[config.mk]
export PLATFORM = sky130hd
export DESIGN_NAME = sfsfe_top
export DESIGN_NICKNAME = d
export VERILOG_FILES = /design/src/logic/sfsfe_pkg.sv /design/src/logic/sfsfe_top.sv
export VERILOG_INCLUDE_DIRS = /design/src /design/src/logic
export SDC_FILE = /design/constraint.sdc
export NUM_CORES = 1
export LEC_CHECK = 0
export BUFFER_PORTS_ARGS = -buffer_cell sky130_fd_sc_hd__buf_2
export CORE_MARGIN = 8
export CORE_UTILIZATION = 45
export CTS_BUF_LIST = sky130_fd_sc_hd__clkbuf_4 sky130_fd_sc_hd__clkbuf_8 sky130_fd_sc_hd__clkbuf_16
export DETAILED_ROUTE_END_ITERATION = 6
export PLACE_DENSITY = 0.66
export SLEW_MARGIN = 5
export SYNTH_ARGS = -nofsm -noshare
export SYNTH_HDL_FRONTEND = slang
export SYNTH_SLANG_ARGS = --single-unit
[constraint.sdc]
create_clock -name sys_clk -period 5.2 [get_ports sys_clk]
set_clock_uncertainty 0.2 [all_clocks]
set_input_delay 0 -clock sys_clk [delete_from_list [all_inputs] [get_ports sys_clk]]
set_output_delay 0 -clock sys_clk [all_outputs]
set_load 0.01 [all_outputs]
[src/logic/sfsfe_defs.svh]
`ifndef SFSFE_DEFS_SVH
`define SFSFE_DEFS_SVH

// Register byte offsets on the APB slave.
`define SFSFE_OFF_CTRL       12'h000
`define SFSFE_OFF_STATUS     12'h004
`define SFSFE_OFF_IRQ_STAT   12'h008
`define SFSFE_OFF_IRQ_MASK   12'h00c
`define SFSFE_OFF_ERASE_INFO 12'h010
`define SFSFE_OFF_LAST_CMD   12'h014

// Control register fields.
`define SFSFE_CTRL_BUSY 0
`define SFSFE_CTRL_WEL  1
`define SFSFE_CTRL_AAI  2
`define SFSFE_CTRL_RBEN 3
`define SFSFE_CTRL_W    4

// Interrupt status fields.
`define SFSFE_IRQ_SRW_DONE 0
`define SFSFE_IRQ_SRW_REJ  1
`define SFSFE_IRQ_ERASE    2
`define SFSFE_IRQ_ERASE_RJ 3
`define SFSFE_IRQ_FRAME    4
`define SFSFE_IRQ_W        5

// Primary status byte fields.
`define SFSFE_SR_BUSY     0
`define SFSFE_SR_WEL      1
`define SFSFE_SR_GUARD_LO 2
`define SFSFE_SR_GUARD_HI 3
`define SFSFE_SR_AAI      6
`define SFSFE_SR_LOCK     7

// Second status byte fields.
`define SFSFE_SR1_TOP 2
`define SFSFE_SR1_BOT 3

// Reset values of the protection bits.
`define SFSFE_GUARD_RST 2'b11
`define SFSFE_LOCK_RST  1'b0
`define SFSFE_SECT_RST  1'b0

// Synchroniser reset: {sck, cs_n, si, hold_n, wp_n}.
`define SFSFE_SYNC_RST 5'h0b

// Bit counts at which a field of the sequence is complete; the last is where the count stops.
`define SFSFE_CMD_LAST   6'h07
`define SFSFE_SRW_LAST   6'h0f
`define SFSFE_ERASE_LAST 6'h1f
`define SFSFE_CNT_MAX    6'h3f

// Instruction codes.
`define SFSFE_OP_SR_WRITE  8'h01
`define SFSFE_OP_SR_READ   8'h05
`define SFSFE_OP_SR1_WRITE 8'h31
`define SFSFE_OP_SR1_READ  8'h35
`define SFSFE_OP_ERASE_4K  8'h20
`define SFSFE_OP_ERASE_32K 8'h52
`define SFSFE_OP_ERASE_64K 8'hd8

`endif

[src/logic/sfsfe_pkg.sv]
package sfsfe_pkg;

	typedef enum logic [2:0] {
		SFSFE_LS_IDLE   = 3'b001,
		SFSFE_LS_ACTIVE = 3'b010,
		SFSFE_LS_PAUSED = 3'b100
	} sfsfe_link_t;

	typedef enum logic [1:0] {
		SFSFE_ER_4K  = 2'h0,
		SFSFE_ER_32K = 2'h1,
		SFSFE_ER_64K = 2'h2
	} sfsfe_erase_t;

endpackage : sfsfe_pkg

[src/logic/sfsfe_top.sv]
// Functional notes
// - Serial input bits are captured on each rising serial clock edge.
// - Serial output changes after each falling serial clock edge.
// - Clock idling low or high both work; same sampling and driving edges.
// - Select falling starts a sequence; select rising ends it.
// - In auto-increment mode, deselected output reports ready or busy.
// - Pause is honoured only while select is low.
// - Pause starts when pause input is low during clock low phase.
// - Pause ends when pause input is high during clock low phase.
// - While paused the output floats and clock and input are ignored.
// - Select rising while paused returns to standby; else pause holds.
// - Pause keeps the bit position; shifting resumes from the same point.
// - Status write rejected when protect pin low and lock bit set.
// - Erase in 4K sectors and overlaid 32K and 64K blocks.
// - Guard bits, lock and sector locks protect array and status.
// - Lock bit clears to zero at power-up.
// - Both array guard bits set to one at power-up.
//
// The APB register port and the address map were left to the implementer.
`include "sfsfe_defs.svh"
`timescale 1ns/1ns
`default_nettype none

module sfsfe_top #(
	parameter int ADDR_W        = 18,
	parameter int SECTOR_BYTES  = 4096,
	parameter int BLOCK32_BYTES = 32768,
	parameter int BLOCK64_BYTES = 65536
) (
	// Clock and reset.
	input  wire logic        sys_clk,
	input  wire logic        rstn,
	// APB slave.
	input  wire logic [11:0] paddr,
	input  wire logic        psel,
	input  wire logic        penable,
	input  wire logic        pwrite,
	input  wire logic [31:0] pwdata,
	input  wire logic [3:0]  pstrb,
	output logic      [31:0] prdata,
	output logic             pready,
	output logic             pslverr,
	// Serial link pins.
	input  wire logic        sck,
	input  wire logic        cs_n,
	input  wire logic        si,
	input  wire logic        hold_n,
	input  wire logic        wp_n,
	output logic             so,
	output logic             so_oe,
	// Interrupt.
	output logic             irq
);

	localparam logic [ADDR_W:0] ARRAY_SIZE = {1'b1, {ADDR_W{1'b0}}};
	localparam logic [ADDR_W:0] SEC_SIZE   = (ADDR_W+1)'(SECTOR_BYTES);
	localparam logic [ADDR_W:0] B32_SIZE   = (ADDR_W+1)'(BLOCK32_BYTES);
	localparam logic [ADDR_W:0] B64_SIZE   = (ADDR_W+1)'(BLOCK64_BYTES);

	logic [4:0]            meta_reg;
	logic [4:0]            sync_reg;
	logic                  sck_d_reg;
	sfsfe_pkg::sfsfe_link_t link_reg;
	sfsfe_pkg::sfsfe_link_t link_next;
	logic [5:0]            bit_cnt_reg;
	logic [31:0]           rx_reg;
	logic [31:0]           rx_next;
	logic [7:0]            cmd_reg;
	logic [7:0]            tx_reg;
	logic                  tx_active_reg;
	logic                  so_live_reg;
	logic [1:0]            guard_reg;
	logic                  lock_reg;
	logic                  top_lock_reg;
	logic                  bot_lock_reg;
	logic [`SFSFE_CTRL_W-1:0] ctrl_reg;
	logic [`SFSFE_IRQ_W-1:0]  irq_stat_reg;
	logic [`SFSFE_IRQ_W-1:0]  irq_stat_next;
	logic [`SFSFE_IRQ_W-1:0]  irq_mask_reg;
	logic [`SFSFE_IRQ_W-1:0]  irq_evt;
	logic [ADDR_W-1:0]     erase_base_reg;
	logic [1:0]            erase_size_reg;
	logic                  sck_s;
	logic                  cs_s;
	logic                  si_s;
	logic                  hold_s;
	logic                  wp_s;
	logic                  sck_rise;
	logic                  sck_fall;
	logic                  shift_en;
	logic                  rx_rise;
	logic                  tx_fall;
	logic                  cmd_done;
	logic                  srw_done;
	logic                  erase_done;
	logic                  sr_write_ok;
	logic                  rb_mode;
	logic                  frame_end;
	logic [7:0]            status_byte;
	logic [7:0]            status1_byte;
	logic [ADDR_W:0]       er_size;
	logic [ADDR_W:0]       er_base;
	logic [ADDR_W:0]       er_last;
	logic [ADDR_W:0]       prot_start;
	logic [1:0]            er_code;
	logic                  is_erase;
	logic                  er_hit;
	logic                  apb_setup;
	logic                  apb_commit;
	logic                  wr_en;
	logic [31:0]           rd_data;
	logic                  rd_err;

	// Every serial link input pin is brought into the sys_clk domain through two flip-flops.
	always_ff @(posedge sys_clk or negedge rstn) begin
		if (!rstn) begin
			meta_reg <= `SFSFE_SYNC_RST;
			sync_reg <= `SFSFE_SYNC_RST;
		end else begin
			meta_reg <= {sck, cs_n, si, hold_n, wp_n};
			sync_reg <= meta_reg;
		end
	end

	assign sck_s  = sync_reg[4];
	assign cs_s   = sync_reg[3];
	assign si_s   = sync_reg[2];
	assign hold_s = sync_reg[1];
	assign wp_s   = sync_reg[0];

	always_ff @(posedge sys_clk or negedge rstn) begin
		if (!rstn) begin
			sck_d_reg <= 1'b0;
		end else begin
			sck_d_reg <= sck_s;
		end
	end

	// Edges are found the same way whatever level the clock idles at.
	assign sck_rise = sck_s & ~sck_d_reg;
	assign sck_fall = ~sck_s & sck_d_reg;

	always_comb begin
		link_next = link_reg;
		case (link_reg)
			sfsfe_pkg::SFSFE_LS_IDLE: begin
				if (!cs_s) begin
					link_next = sfsfe_pkg::SFSFE_LS_ACTIVE;
				end
			end
			sfsfe_pkg::SFSFE_LS_ACTIVE: begin
				if (cs_s) begin
					link_next = sfsfe_pkg::SFSFE_LS_IDLE;
				end else if (!hold_s && !sck_s) begin
					link_next = sfsfe_pkg::SFSFE_LS_PAUSED;
				end
			end
			sfsfe_pkg::SFSFE_LS_PAUSED: begin
				if (cs_s) begin
					link_next = sfsfe_pkg::SFSFE_LS_IDLE;
				end else if (hold_s && !sck_s) begin
					link_next = sfsfe_pkg::SFSFE_LS_ACTIVE;
				end
			end
			default: begin
				link_next = sfsfe_pkg::SFSFE_LS_IDLE;
			end
		endcase
	end

	always_ff @(posedge sys_clk or negedge rstn) begin
		if (!rstn) begin
			link_reg <= sfsfe_pkg::SFSFE_LS_IDLE;
		end else begin
			link_reg <= link_next;
		end
	end

	// Clock edges are dropped while paused or deselected.
	assign shift_en   = (link_reg == sfsfe_pkg::SFSFE_LS_ACTIVE) & ~cs_s;
	assign rx_rise    = shift_en & sck_rise;
	assign tx_fall    = shift_en & sck_fall;
	assign rx_next    = {rx_reg[30:0], si_s};
	assign cmd_done   = rx_rise & (bit_cnt_reg == `SFSFE_CMD_LAST);
	assign srw_done   = rx_rise & (bit_cnt_reg == `SFSFE_SRW_LAST) &
		((cmd_reg == `SFSFE_OP_SR_WRITE) | (cmd_reg == `SFSFE_OP_SR1_WRITE));
	assign is_erase   = (cmd_reg == `SFSFE_OP_ERASE_4K) | (cmd_reg == `SFSFE_OP_ERASE_32K) |
		(cmd_reg == `SFSFE_OP_ERASE_64K);
	assign erase_done = rx_rise & (bit_cnt_reg == `SFSFE_ERASE_LAST) & is_erase;
	assign frame_end  = cs_s & (link_reg != sfsfe_pkg::SFSFE_LS_IDLE);

	// The bit position survives a pause because only shift_en moves it.
	always_ff @(posedge sys_clk or negedge rstn) begin
		if (!rstn) begin
			bit_cnt_reg <= 6'h00;
			rx_reg      <= 32'h0000_0000;
			cmd_reg     <= 8'h00;
		end else if (cs_s) begin
			bit_cnt_reg <= 6'h00;
		end else if (rx_rise) begin
			rx_reg <= rx_next;
			if (bit_cnt_reg != `SFSFE_CNT_MAX) begin
				bit_cnt_reg <= bit_cnt_reg + 6'h01;
			end
			if (cmd_done) begin
				cmd_reg <= rx_next[7:0];
			end
		end
	end

	assign status_byte = {lock_reg, ctrl_reg[`SFSFE_CTRL_AAI], 2'b00, guard_reg,
		ctrl_reg[`SFSFE_CTRL_WEL], ctrl_reg[`SFSFE_CTRL_BUSY]};
	assign status1_byte = {4'h0, bot_lock_reg, top_lock_reg, 2'b00};

	always_ff @(posedge sys_clk or negedge rstn) begin
		if (!rstn) begin
			tx_reg        <= 8'h00;
			tx_active_reg <= 1'b0;
		end else if (cs_s) begin
			tx_active_reg <= 1'b0;
		end else if (cmd_done && rx_next[7:0] == `SFSFE_OP_SR_READ) begin
			tx_reg        <= status_byte;
			tx_active_reg <= 1'b1;
		end else if (cmd_done && rx_next[7:0] == `SFSFE_OP_SR1_READ) begin
			tx_reg        <= status1_byte;
			tx_active_reg <= 1'b1;
		end else if (tx_fall && tx_active_reg) begin
			tx_reg <= {tx_reg[6:0], tx_reg[7]};
		end
	end

	assign rb_mode = ctrl_reg[`SFSFE_CTRL_AAI] & ctrl_reg[`SFSFE_CTRL_RBEN] & cs_s;

	always_ff @(posedge sys_clk or negedge rstn) begin
		if (!rstn) begin
			so    <= 1'b0;
			so_oe <= 1'b0;
		end else if (rb_mode) begin
			so    <= ~ctrl_reg[`SFSFE_CTRL_BUSY];
			so_oe <= 1'b1;
		end else if (cs_s || link_reg != sfsfe_pkg::SFSFE_LS_ACTIVE) begin
			so_oe <= 1'b0;
		end else if (tx_fall && tx_active_reg) begin
			so    <= tx_reg[7];
			so_oe <= 1'b1;
		end else begin
			so_oe <= so_live_reg;
		end
	end

	// Remembers that a data bit is on the line, so the end of a pause drives it again.
	// It also keeps a ready/busy drive from lingering once select falls.
	always_ff @(posedge sys_clk or negedge rstn) begin
		if (!rstn) begin
			so_live_reg <= 1'b0;
		end else if (cs_s) begin
			so_live_reg <= 1'b0;
		end else if (tx_fall && tx_active_reg) begin
			so_live_reg <= 1'b1;
		end
	end

	assign sr_write_ok = wp_s | ~lock_reg;

	always_ff @(posedge sys_clk or negedge rstn) begin
		if (!rstn) begin
			guard_reg    <= `SFSFE_GUARD_RST;
			lock_reg     <= `SFSFE_LOCK_RST;
			top_lock_reg <= `SFSFE_SECT_RST;
			bot_lock_reg <= `SFSFE_SECT_RST;
		end else if (srw_done && sr_write_ok) begin
			if (cmd_reg == `SFSFE_OP_SR_WRITE) begin
				guard_reg <= {rx_next[`SFSFE_SR_GUARD_HI], rx_next[`SFSFE_SR_GUARD_LO]};
				lock_reg  <= rx_next[`SFSFE_SR_LOCK];
			end else begin
				top_lock_reg <= rx_next[`SFSFE_SR1_TOP];
				bot_lock_reg <= rx_next[`SFSFE_SR1_BOT];
			end
		end
	end

	// Erase range is the addressed unit aligned down to its own size.
	always_comb begin
		er_size = SEC_SIZE;
		er_code = sfsfe_pkg::SFSFE_ER_4K;
		if (cmd_reg == `SFSFE_OP_ERASE_32K) begin
			er_size = B32_SIZE;
			er_code = sfsfe_pkg::SFSFE_ER_32K;
		end else if (cmd_reg == `SFSFE_OP_ERASE_64K) begin
			er_size = B64_SIZE;
			er_code = sfsfe_pkg::SFSFE_ER_64K;
		end
		er_base = {1'b0, rx_next[ADDR_W-1:0]} & ~(er_size - 1'b1);
		er_last = er_base + er_size - 1'b1;
		case (guard_reg)
			2'b01:   prot_start = ARRAY_SIZE - (ARRAY_SIZE >> 2);
			2'b10:   prot_start = ARRAY_SIZE >> 1;
			2'b11:   prot_start = '0;
			default: prot_start = ARRAY_SIZE;
		endcase
		er_hit = (er_last >= prot_start) |
			(top_lock_reg & (er_last >= ARRAY_SIZE - SEC_SIZE)) |
			(bot_lock_reg & (er_base < SEC_SIZE));
	end

	always_ff @(posedge sys_clk or negedge rstn) begin
		if (!rstn) begin
			erase_base_reg <= '0;
			erase_size_reg <= 2'h0;
		end else if (erase_done && !er_hit) begin
			erase_base_reg <= er_base[ADDR_W-1:0];
			erase_size_reg <= er_code;
		end
	end

	always_comb begin
		irq_evt = '0;
		irq_evt[`SFSFE_IRQ_SRW_DONE] = srw_done & sr_write_ok;
		irq_evt[`SFSFE_IRQ_SRW_REJ]  = srw_done & ~sr_write_ok;
		irq_evt[`SFSFE_IRQ_ERASE]    = erase_done & ~er_hit;
		irq_evt[`SFSFE_IRQ_ERASE_RJ] = erase_done & er_hit;
		irq_evt[`SFSFE_IRQ_FRAME]    = frame_end;
	end

	// APB: one wait state; the commit edge is where pready is sampled high.
	assign apb_setup  = psel & penable & ~pready;
	assign apb_commit = psel & penable & pready;
	assign wr_en      = apb_commit & pwrite & pstrb[0];

	always_comb begin
		rd_data = 32'h0000_0000;
		rd_err  = 1'b0;
		case (paddr)
			`SFSFE_OFF_CTRL:       rd_data[`SFSFE_CTRL_W-1:0] = ctrl_reg;
			`SFSFE_OFF_STATUS:     rd_data[18:0] = {wp_s, ~cs_s,
				link_reg == sfsfe_pkg::SFSFE_LS_PAUSED, status1_byte, status_byte};
			`SFSFE_OFF_IRQ_STAT:   rd_data[`SFSFE_IRQ_W-1:0] = irq_stat_reg;
			`SFSFE_OFF_IRQ_MASK:   rd_data[`SFSFE_IRQ_W-1:0] = irq_mask_reg;
			`SFSFE_OFF_ERASE_INFO: rd_data[25:0] = {erase_size_reg, 6'h00,
				(ADDR_W <= 18) ? 18'(erase_base_reg) : 18'h00000};
			`SFSFE_OFF_LAST_CMD:   rd_data[7:0] = cmd_reg;
			default:               rd_err = 1'b1;
		endcase
	end

	always_ff @(posedge sys_clk or negedge rstn) begin
		if (!rstn) begin
			pready  <= 1'b0;
			prdata  <= 32'h0000_0000;
			pslverr <= 1'b0;
		end else begin
			pready  <= apb_setup;
			prdata  <= (apb_setup && !pwrite) ? rd_data : 32'h0000_0000;
			pslverr <= apb_setup & rd_err;
		end
	end

	always_ff @(posedge sys_clk or negedge rstn) begin
		if (!rstn) begin
			ctrl_reg     <= '0;
			irq_mask_reg <= '0;
		end else if (wr_en && paddr == `SFSFE_OFF_CTRL) begin
			ctrl_reg <= pwdata[`SFSFE_CTRL_W-1:0];
		end else if (wr_en && paddr == `SFSFE_OFF_IRQ_MASK) begin
			irq_mask_reg <= pwdata[`SFSFE_IRQ_W-1:0];
		end
	end

	// A new event outranks a simultaneous write-one-to-clear.
	always_comb begin
		irq_stat_next = irq_stat_reg;
		if (wr_en && paddr == `SFSFE_OFF_IRQ_STAT) begin
			irq_stat_next = irq_stat_reg & ~pwdata[`SFSFE_IRQ_W-1:0];
		end
		irq_stat_next = irq_stat_next | irq_evt;
	end

	always_ff @(posedge sys_clk or negedge rstn) begin
		if (!rstn) begin
			irq_stat_reg <= '0;
			irq          <= 1'b0;
		end else begin
			irq_stat_reg <= irq_stat_next;
			irq          <= |(irq_stat_next & irq_mask_reg);
		end
	end

endmodule : sfsfe_top

`default_nettype wire

* Word-level counts from Yosys, hierarchy flattened
Cells that the tools add are included.
** Word-level totals
- Bits in registers :: 125
- Latch bits :: 0
- RAM bits :: 0
- ROM bits :: 0
- Input bits :: 58
- Output and inout port bits :: 37
- Memories kept :: 0
** Operators by class
- Add/sub/neg operators :: 4
- $mul :: 0
- Div/mod/pow operators :: 0
- Order comparisons :: 3
- Equality and inequality tests :: 28
- Shift operators :: 0
- Muxes and demuxes :: 35
- Bitwise logic cells :: 47
- Reductions and logical operators :: 33
** Operator list (count)
- $pmux 19 s3 :: 1
- $sub 19x1->19 const B :: 2
- $mux 17 :: 2
- $mux 26 :: 1
- $and 1x1->1 :: 25
- $eq 12x4->1 const B :: 2
- $eq 12x5->1 const B :: 2
- $eq 8x6->1 const B :: 3
- $mux 8 :: 3
- $pmux 4 s6 :: 1
- $pmux 11 s2 :: 1
- $add 19x19->19 :: 1
- $and 18x19->19 :: 1
- $ge 19x18->1 const B :: 1
- $ge 19x19->1 :: 1
- $lt 19x13->1 const B :: 1
- $not 19->19 :: 1
- $mux 6 :: 3
- $pmux 3 s3 :: 2
- $mux 3 :: 5
- $reduce_and 2->1 :: 7
- $eq 12x3->1 const B :: 1
- $logic_not 12->1 :: 1
- $logic_and 1x1->1 :: 11
- 35 further kinds :: 71

* Logic depth before layout (Yosys ltp)
Gate-level depths: netlist (run 1).
- Depth in word-level cells :: 17
- Mapped depth :: 18
- Mapped depth without buffers :: 18

* Least setup slack after synthesis (run 1)
OpenSTA, ideal clock, no wires.
- Path kind :: reg-to-reg
- Start :: reg cmd_reg[4]
- End :: reg erase_base_reg[13]
- Library setup time :: 125 ps
- Data arrival time :: 4193 ps
- Required time :: 4875 ps
- Setup slack :: 682 ps
- Stages on the path, launching flop included :: 19
- Path buffers :: 0
- Cell sequence :: dfrtp_1 > and4bb_2 > and2_1 > nand3_1 > a21oi_1 > a211o_1 > ha_1 > nor3b_1 > inv_1 > o21ai_2 > o31ai_1 > xnor2_1 > ha_1 > nand2_1 > nor4_1 > nor4_1 > o211ai_1 > a211oi_4 > mux2_2
** Between the ends
- Longest elaborated chain between the ends :: 14
- Elaborated cells between the ends (all ways) :: 22
- Classes of those cells :: add/sub: 3; order compare: 3; eq/ne: 3; mux: 2; bitwise: 9; reduce/logical: 2
** Ends and longest elaborated chain
- start: declaration :: RTL line sfsfe_top.sv:68 : logic [7:0] cmd_reg;
- start signal: assignment :: RTL line sfsfe_top.sv:206 : cmd_reg <= rx_next[7:0];
- $eq 8x8->1 (no source line)
- $mux 17 :: RTL line sfsfe_top.sv:289 : end else if (cmd_reg == `SFSFE_OP_ERASE_64K) begin
- $mux 17 :: RTL line sfsfe_top.sv:286 : if (cmd_reg == `SFSFE_OP_ERASE_32K) begin
- $sub 19x1->19 :: RTL line sfsfe_top.sv:293 : er_base = {1'b0, rx_next[ADDR_W-1:0]} & ~(er_size - 1'b1);
- $not 19->19 :: RTL line sfsfe_top.sv:293
- $and 18x19->19 :: RTL line sfsfe_top.sv:293
- $add 19x19->19 :: RTL line sfsfe_top.sv:294 : er_last = er_base + er_size - 1'b1;
- $sub 19x1->19 :: RTL line sfsfe_top.sv:294
- $ge 19x18->1 :: RTL line sfsfe_top.sv:302 : (top_lock_reg & (er_last >= ARRAY_SIZE - SEC_SIZE)) |
- $and 1x1->1 :: RTL line sfsfe_top.sv:302
- $or 1x1->1 :: RTL line sfsfe_top.sv:301 : er_hit = (er_last >= prot_start) |
- $or 1x1->1 :: RTL line sfsfe_top.sv:302
- $logic_not 1->1 :: RTL line sfsfe_top.sv:310 : end else if (erase_done && !er_hit) begin
- $logic_and 1x1->1 :: RTL line sfsfe_top.sv:310
- end signal: assignment :: RTL line sfsfe_top.sv:311 : erase_base_reg <= er_base[ADDR_W-1:0];
- end: declaration :: RTL line sfsfe_top.sv:81 : logic [ADDR_W-1:0] erase_base_reg;
Several ways; a longest one is shown, not always the timed one.
A chain may end at the register's enable or synchronous reset.

* Worst setup path in the final report (run 1)
- Start :: reg cmd_reg[1]
- End :: reg erase_base_reg[16]
** Between the ends
- Longest elaborated chain between the ends :: 14
- Elaborated cells between the ends (all ways) :: 22
- Classes of those cells :: add/sub: 3; order compare: 3; eq/ne: 3; mux: 2; bitwise: 9; reduce/logical: 2
** Ends and longest elaborated chain
- $eq 8x8->1 (no source line)
- $mux 17 :: RTL line sfsfe_top.sv:289
- $mux 17 (*) :: RTL line sfsfe_top.sv:286
- $sub 19x1->19 (*) :: RTL line sfsfe_top.sv:293
- $not 19->19 (*) :: RTL line sfsfe_top.sv:293
- $and 18x19->19 (*) :: RTL line sfsfe_top.sv:293
- via er_base[13] :: RTL line sfsfe_top.sv:102 : logic [ADDR_W:0] er_base;
- $add 19x19->19 :: RTL line sfsfe_top.sv:294
- $sub 19x1->19 :: RTL line sfsfe_top.sv:294
- $ge 19x18->1 :: RTL line sfsfe_top.sv:302
- $and 1x1->1 :: RTL line sfsfe_top.sv:302
- $or 1x1->1 :: RTL line sfsfe_top.sv:301
- $or 1x1->1 (*) :: RTL line sfsfe_top.sv:302
- $logic_not 1->1 (*) :: RTL line sfsfe_top.sv:310
- $logic_and 1x1->1 (*) :: RTL line sfsfe_top.sv:310
Mark *: on every way through the listed nets, which the timed path passes. The rest lies on a longest branch.

==> results of run 1 <==
## final timing paths
kind	to	start	slack, ns	cells past startpoint
min in group asynchronous	bit_cnt_reg[3]	rstn	0.44	3
worst min-delay path	irq_stat_reg[2]	pstrb[0]	0.06	6
worst max register to register	erase_base_reg[16]	cmd_reg[1]	0.39	17
worst min register to register	sync_reg[4]	meta_reg[4]	0.16	0
worst max-delay path	erase_base_reg[16]	cmd_reg[1]	0.39	17
max in group asynchronous	bit_cnt_reg[5]	rstn	2.73	4
## logic make-up after synthesis
family | after synthesis
other | 1
buffers and inverters | 48
multiplexers | 57
AND/OR/NAND/NOR | 149
XOR/XNOR | 9
flip-flops | 106
adder cells (fa/ha/maj) | 12
AO/OA/AOI/OAI | 71
## layer usage
| metal | vias up | wire length, um | track usage |
|---|---|---|---|
| met5 | - | 0 | 0 |
| met4 | 0 | 176 | 0.05937 |
| met3 | 15 | 649 | 0.03887 |
| met2 | 81 | 5085 | 0.2470 |
| li1 | 1729 | - | - |
| met1 | 1761 | 4891 | 0.1993 |
## cell type report
type | instances | share of cell area
Clock buffer | 11 | 0.02443
Clock inverter | 5 | 0.01727
Inverter | 24 | 0.01516
Multi-Input combinational cell | 311 | 0.3671
Sequential cell | 106 | 0.4484
Tap cell | 140 | 0.02949
Timing Repair Buffer | 85 | 0.09815
## power groups by stage
| stage | Clock, mW | Sequential (mW) | Combinational, mW |
|---|---|---|---|
| after floorplan | 0 | 0.870 | 0.0649 |
| after global placement | 0 | 0.878 | 0.0809 |
| after detailed placement | 0 | 0.879 | 0.0828 |
| after CTS | 0.626 | 0.863 | 0.0981 |
| after global routing | 0.662 | 0.867 | 0.111 |
| final | 0.607 | 0.863 | 0.0974 |
## critical path, delay by kind of cell, from the launching register on
kind / cells / cell delay (ns)
AO/OA/AOI/OAI: 5 / 1.29
XOR/XNOR: 1 / 0.29
adder cells (fa/ha/maj): 2 / 0.61
buffers and inverters: 2 / 0.18
flip-flops: 1 / 0.50
multiplexers: 1 / 0.38
AND/OR/NAND/NOR: 6 / 1.23
## metrics by stage
| step | total power [mW] | cells |
|---|---|---|
| 3_3_place_gp | 0.9593 | 638 |
| 4_1_cts | 1.587 | 682 |
| 5_1_grt | 1.640 | 682 |
| 3_5_place_dp | 0.9621 | 638 |
| 6_report | 1.567 | 682 |
| 2_1_floorplan | 0.9349 | 465 |
## what timing repair did
item / in CTS / in global routing
endpoints found under the hold margin: 79 / 0
endpoints found under the setup margin: 0 / 8
gates resized for setup: 0 / 1
hold buffers: 28 / 0
## Yosys cell counts (all sizes together), types with 3 or more instances
| cell type | number |
|---|---|
| a22oi | 8 |
| or3 | 4 |
| o22ai | 3 |
| buf | 17 |
| nand4 | 4 |
| nor4b | 3 |
| nand2b | 7 |
| dfstp | 9 |
| ha | 11 |
| dfrtp | 97 |
| inv | 24 |
| mux2 | 42 |
| a21oi | 15 |
| nor4 | 5 |
| nand3 | 8 |
| nand2 | 37 |
| or2 | 3 |
| and2 | 12 |
| mux2i | 15 |
| xnor2 | 5 |
| and3 | 6 |
| o41ai | 3 |
| nor3 | 12 |
| nor2 | 33 |
| xor2 | 4 |
| o21ai | 23 |
| a211oi | 3 |
| nor2b | 5 |
| clkbuf | 7 |
==> impl_results.rst, run 1 <==
.. list-table::
   :header-rows: 1

   * - Metric
     - Value
   * - Post-detailed-route via-to-cell ratio
     - ~5.3
   * - Power Density
     - around 260 nW/um^2
   * - Mean Syn Cell Area
     - approximately 11 sq um
   * - FFs w/ async S/R, synth
     - 1.000
   * - Fraction of layout instances using a drive strength above 1
     - 0.2528
   * - Arrival time at the worst endpoint
     - approximately 4.9 ns
   * - Post-synthesis cell count
     - 453
   * - Worst IR Drop VDD
     - about 0.17 mV
   * - Global-route wire length before repair
     - around 18,000 um
   * - Fillcell total
     - 950
   * - Max Freq
     - ~0.21 GHz
   * - Total vias in the final route
     - between 3,000 and 4,000
   * - Required time worst endpoint
     - between 5 and 6 ns
   * - Post-Place Worst Slack
     - between 0.15 and 0.2 ns
   * - HPWL reported at the end of detailed placement
     - 7802 um
   * - Setup TNS
     - 0 ns
   * - GRT overflow
     - 0
   * - Most used cells in the layout excluding fill and tap cells
     - 97 x sky130_fd_sc_hd__dfrtp_1, 50 x sky130_fd_sc_hd__buf_2, 42 x sky130_fd_sc_hd__mux2_2, 37 x sky130_fd_sc_hd__nand2_1, 33 x sky130_fd_sc_hd__nor2_1
   * - Most common flop cell mapped by yosys
     - sky130_fd_sc_hd__dfrtp_1
   * - Instance area after placement
     - roughly 5400 sq um
   * - Horiz. Die Dim
     - 121.7 um
   * - Final worst setup slack
     - between 0.3 and 0.4 ns
   * - Parity-gate share of the synthesized area counting xor and xnor cells
     - 0.01567
   * - Unrepaired setup endpoints after global routing
     - false
   * - Period minus WS final
     - 4.809 ns
   * - Largest net degree at the start of global routing
     - 59
   * - Post-synth EDFFs
     - 0
   * - CTS Buf Count
     - 9
   * - Core area
     - between 10,000 and 15,000 sq um
   * - Total Routed Length
     - 10,800 um
   * - Number of levels the H-tree was split into
     - 3
   * - CTS sink cnt
     - ~110
   * - Synth Area in Simple Gates
     - 0.1565
   * - Nets
     - ~610
   * - Clock share of power
     - 0.387
   * - Floorplan die area
     - approximately 15,000 sq um
   * - Net switching power of the design
     - around 0.34 mW
   * - Share of the core filled with cells in the final layout
     - 0.5456
   * - Static power due to leakage
     - approximately 2.8 nW
   * - Register bit count reported by yosys
     - 106
   * - Vertical die dimension
     - around 120 um
   * - Maximum buffer depth of the clock tree
     - 2
   * - Internal Pwr Total
     - roughly 1.2 mW
   * - Hold violation count in the final report
     - 0
   * - Proportion of synthesized area in mux cells
     - 0.1239
   * - P&R area growth vs syn
     - 18.11%
   * - Multi-input gate area
     - 2181 sq um
   * - Remaining number of nets flagged by the antenna check after routing
     - 0
   * - # setup viols final
     - 0
   * - Design area
     - slightly below 6000 sq um
   * - Combined area of all synthesized cells
     - slightly above 5000 sq um
   * - Number of I/O pins
     - 95
   * - Final routed wire length divided by cell count
     - 15.84 um
   * - Clock tree from TritonCTS
     - yes
   * - Critical Path End Type
     - register
   * - Clock-pin transition on the worst setup and hold timing paths
     - roughly 0.1 ns
   * - Share of the yosys chip area belonging to registers
     - 0.5296
   * - Final Max Tran Viols
     - 0
   * - CP Cell Sequence
     - and3b_1 > o211ai_1 > and2_1 > inv_1 > ha_1 > nor3b_1 > inv_1 > o21ai_2 > o31ai_1 > xnor2_2 > ha_1 > nand2_1 > nor4_1 > nor4_1 > o211ai_1 > a211oi_4 > mux2_2
   * - Most area-hungry cell type in the Yosys netlist
     - sky130_fd_sc_hd__dfrtp_1
   * - Hold Slack
     - 0.06063 ns
   * - Clock Tree Root
     - sky130_fd_sc_hd__clkbuf_8
   * - Number of iterations in the first detailed-routing pass
     - 4
   * - Synth unique cells
     - 61
   * - DRC violation count after routing
     - 0
   * - Worst slew pin tran
     - around 0.90 ns
   * - Worst stage delay on the critical path
     - about 0.5 ns
   * - Largest family of logic cells by synthesized area
     - simple AND/OR/NAND/NOR gates
   * - Switching portion of total power
     - 0.2170
   * - Hold Crit Class
     - in2reg
   * - MaxCap Viol Count
     - 0
   * - Dominant cells by area after synthesis
     - sky130_fd_sc_hd__dfrtp_1 48%, sky130_fd_sc_hd__mux2_2 9.4%, sky130_fd_sc_hd__dfstp_2 4.7%
   * - Yosys warnings
     - 0
   * - Worst-path fanout max
     - 7
   * - Combinational cell fraction of total power
     - 0.062
   * - Slew HR
     - 0.3966
   * - Final worst path period share
     - 0.9248
   * - Total inserted antenna cells
     - 0
   * - # Post-CTS Setup Buffers
     - 0
   * - Fraction of power consumed by sequential logic
     - 0.551
   * - Area fraction in compound gates after synthesis
     - 0.09502
   * - Critical path's slowest cell
     - sky130_fd_sc_hd__dfrtp_1
   * - Starting density of the core
     - 0.4620
   * - Crit path kind
     - reg2reg
   * - Adder and majority gate portion of the synthesized area
     - 0.03134
   * - Synth top area share
     - 0.4826
   * - Buffers on Ports
     - 51
   * - Later-pin clock latency in the skew report
     - between 0.3 and 0.4 ns
   * - Outcome
     - completed
   * - Sort of element at the start of the critical path
     - register
   * - Aggregate global-route resource usage
     - 0.1549
   * - Violation count after the first detailed-route iteration
     - 190
   * - Row count
     - 38
   * - Global placement routability congestion
     - 0.8688
   * - Most common cell after layout, fill and taps aside
     - sky130_fd_sc_hd__dfrtp_1
   * - Sequential Area
     - around 2700 sq um
   * - Antenna violations before repair
     - 0
   * - Via count of the first global-routing pass
     - 3,674
   * - Max FFs per register
     - 19
Power figures use the tool's default switching activity.
==> run 2: changes to the inputs <==
==> constraint.sdc (replaced) <==
create_clock -name sys_clk -period 5.2 [get_ports sys_clk]
set_clock_uncertainty 0.2 [all_clocks]
set_input_delay 0.26 -clock sys_clk [delete_from_list [all_inputs] [get_ports sys_clk]]
set_output_delay 0.26 -clock sys_clk [all_outputs]
set_load 0.01 [all_outputs]
==> run 2 against run 1 <==
Compared with the run above:
- worst setup slack got worse by 0.10 ns
- sequential cell count stayed put
- global-route usage fell by 0.27 points
- clock power down 8.1%
- first-iteration DRC count is 7.4% lower
- count of clock-buffer cells in the layout unchanged
- final cell count fell by 2.2%
- design area decreased by 2.9%
==> impl_results.rst, run 2 (synthesis gave the netlist of run 1 again) <==
.. list-table::
   :header-rows: 1

   * - Metric
     - Value
   * - Outcome
     - completed
   * - Most used cells in the layout excluding fill and tap cells
     - 97 x sky130_fd_sc_hd__dfrtp_1, 50 x sky130_fd_sc_hd__buf_2, 42 x sky130_fd_sc_hd__mux2_2, 37 x sky130_fd_sc_hd__nand2_1, 33 x sky130_fd_sc_hd__nor2_1
   * - Post-detailed-route via-to-cell ratio
     - 5.364
   * - Maximum buffer depth of the clock tree
     - 2
   * - Max FFs per register
     - 19
   * - Final worst path period share
     - 0.9442
   * - Starting density of the core
     - 0.4620
   * - Final Max Tran Viols
     - 0
   * - Worst IR Drop VDD
     - 0.1356 mV
   * - Remaining number of nets flagged by the antenna check after routing
     - 0
   * - Final routed wire length divided by cell count
     - between 15 and 20 um
   * - Number of levels the H-tree was split into
     - 3
   * - Row count
     - 38
   * - Antenna violations before repair
     - 0
   * - Total vias in the final route
     - 3,578
   * - HPWL reported at the end of detailed placement
     - approximately 8000 um
   * - Global-route wire length before repair
     - ~18,000 um
   * - Aggregate global-route resource usage
     - 0.1522
   * - Sort of element at the start of the critical path
     - register
   * - Worst slew pin tran
     - just over 0.7 ns
   * - DRC violation count after routing
     - 0
   * - Nets
     - around 590
   * - Hold violation count in the final report
     - 0
   * - Number of I/O pins
     - 95
   * - Worst-path fanout max
     - 7
   * - Clock Tree Root
     - sky130_fd_sc_hd__clkbuf_8
   * - Max Freq
     - about 0.2 GHz
   * - # Post-CTS Setup Buffers
     - 0
   * - Fraction of layout instances using a drive strength above 1
     - 0.2600
   * - Hold Crit Class
     - in2reg
   * - Buffers on Ports
     - about 50
   * - Finished Layout Cells
     - 667
   * - Clock-pin transition on the worst setup and hold timing paths
     - roughly 0.10 ns
   * - Floorplan die area
     - roughly 15,000 sq um
   * - Slew HR
     - 0.5156
   * - Power Density
     - approximately 260 nW/um^2
   * - CTS sink cnt
     - between 100 and 150
   * - Critical Path End Type
     - register
   * - Required time worst endpoint
     - 5.26 ns
   * - Via count of the first global-routing pass
     - roughly 3,600
   * - Violation count after the first detailed-route iteration
     - around 180
   * - Share of the core filled with cells in the final layout
     - 0.5295
   * - Placed cell count
     - roughly 640
   * - Arrival time at the worst endpoint
     - roughly 5.0 ns
   * - Total Routed Length
     - about 11,000 um
   * - Largest net degree at the start of global routing
     - 60
   * - Static power due to leakage
     - between 2 and 3 nW
   * - Period minus WS final
     - ~5 ns
   * - Total inserted antenna cells
     - 0
   * - MaxCap Viol Count
     - 0
   * - # setup viols final
     - 0
   * - Most common cell after layout, fill and taps aside
     - sky130_fd_sc_hd__dfrtp_1
   * - Global placement routability congestion
     - between 0.8 and 0.9
   * - Core area
     - between 10,000 and 15,000 sq um
   * - GRT overflow
     - 0
   * - Later-pin clock latency in the skew report
     - 0.38 ns
   * - CTS Buf Count
     - 9
   * - Clock tree from TritonCTS
     - yes
   * - Number of iterations in the first detailed-routing pass
     - 4
   * - Crit path kind
     - reg2reg
   * - Horiz. Die Dim
     - 121.7 um
   * - P&R area growth vs syn
     - 14.63%
   * - Vertical die dimension
     - between 100 and 150 um
run 2: cell count changes in the layout (fill, tap and decap cells not counted), sizes merged:
cell         delta
dlygate4sd3    -15
bufinv          -1
clkinv          +1
run 2: routing by layer:
layer  global-route usage  wire length [um]
met1               0.1870              4587
met2               0.2467              5104
met3              0.03193               794
met4              0.08404               350
met5                    0                 0
run 2: report_power, final:
part / internal [mW] / switching (mW)
Combinational: 0.0404 / 0.0502
Clock: 0.288 / 0.270
Sequential: 0.844 / 0.0194
run 2: worst paths after layout:
path                        startpoint                end  slack (ns)  cells past startpoint
hold / removal                paddr[3]            pslverr        0.06                      3
min in group asynchronous         rstn          sck_d_reg        0.23                      2
max in group asynchronous         rstn  erase_size_reg[0]        3.42                      3
setup reg to reg            cmd_reg[6]  erase_size_reg[0]        0.29                     18
hold reg to reg            meta_reg[4]        sync_reg[4]        0.15                      0
setup / recovery            cmd_reg[6]  erase_size_reg[0]        0.29                     18
run 2: what timing repair did:
item | CTS | global route
endpoints found under the setup margin | 0 | 8
endpoints found under the hold margin | 59 | 0
gates resized for setup | 0 | 1
hold buffers | 13 | 0
run 2: worst max-delay path: stages (launching register included):
cell	delay, ns
sky130_fd_sc_hd__dfrtp_1	0.44
sky130_fd_sc_hd__and4bb_2	0.29
sky130_fd_sc_hd__and2_1	0.18
sky130_fd_sc_hd__nand3_1	0.08
sky130_fd_sc_hd__a21oi_1	0.08
sky130_fd_sc_hd__a211o_1	0.31
sky130_fd_sc_hd__ha_1	0.34
sky130_fd_sc_hd__nor3b_1	0.32
sky130_fd_sc_hd__inv_1	0.12
sky130_fd_sc_hd__o21ai_2	0.18
sky130_fd_sc_hd__o31ai_1	0.12
sky130_fd_sc_hd__xnor2_2	0.31
sky130_fd_sc_hd__ha_1	0.30
sky130_fd_sc_hd__nand2_1	0.10
sky130_fd_sc_hd__nor4_1	0.06
sky130_fd_sc_hd__nor4_1	0.28
sky130_fd_sc_hd__o211ai_1	0.24
sky130_fd_sc_hd__a211oi_4	0.43
sky130_fd_sc_hd__mux2_2	0.39
run 2: cell type report:
cell class                 count  area [sq um]
timing repair buffer          70         432.9
fill                         966          5122
clock buffer                  11         145.1
sequential                   106          2664
inverter                      24         90.09
multi-input combinational    311          2181
tap                          140         175.2
clock inverter                 5         77.57
run 2: per-stage QoR:
stage                     cell area, sq um  power [mW]  setup slack, ns  setup TNS, ns  hold slack (ns)
after floorplan                       5075      0.9349           0.6824              0          -0.2356
after global placement                5405      0.9593           0.3249              0           0.1003
after detailed placement              5405      0.9633           0.1944              0           0.1124
after CTS                             5758       1.530           0.1604              0          0.04450
after global routing                  5766       1.578        -0.006533       -0.01560          0.09121
final                                 5766       1.512           0.2904              0          0.05573
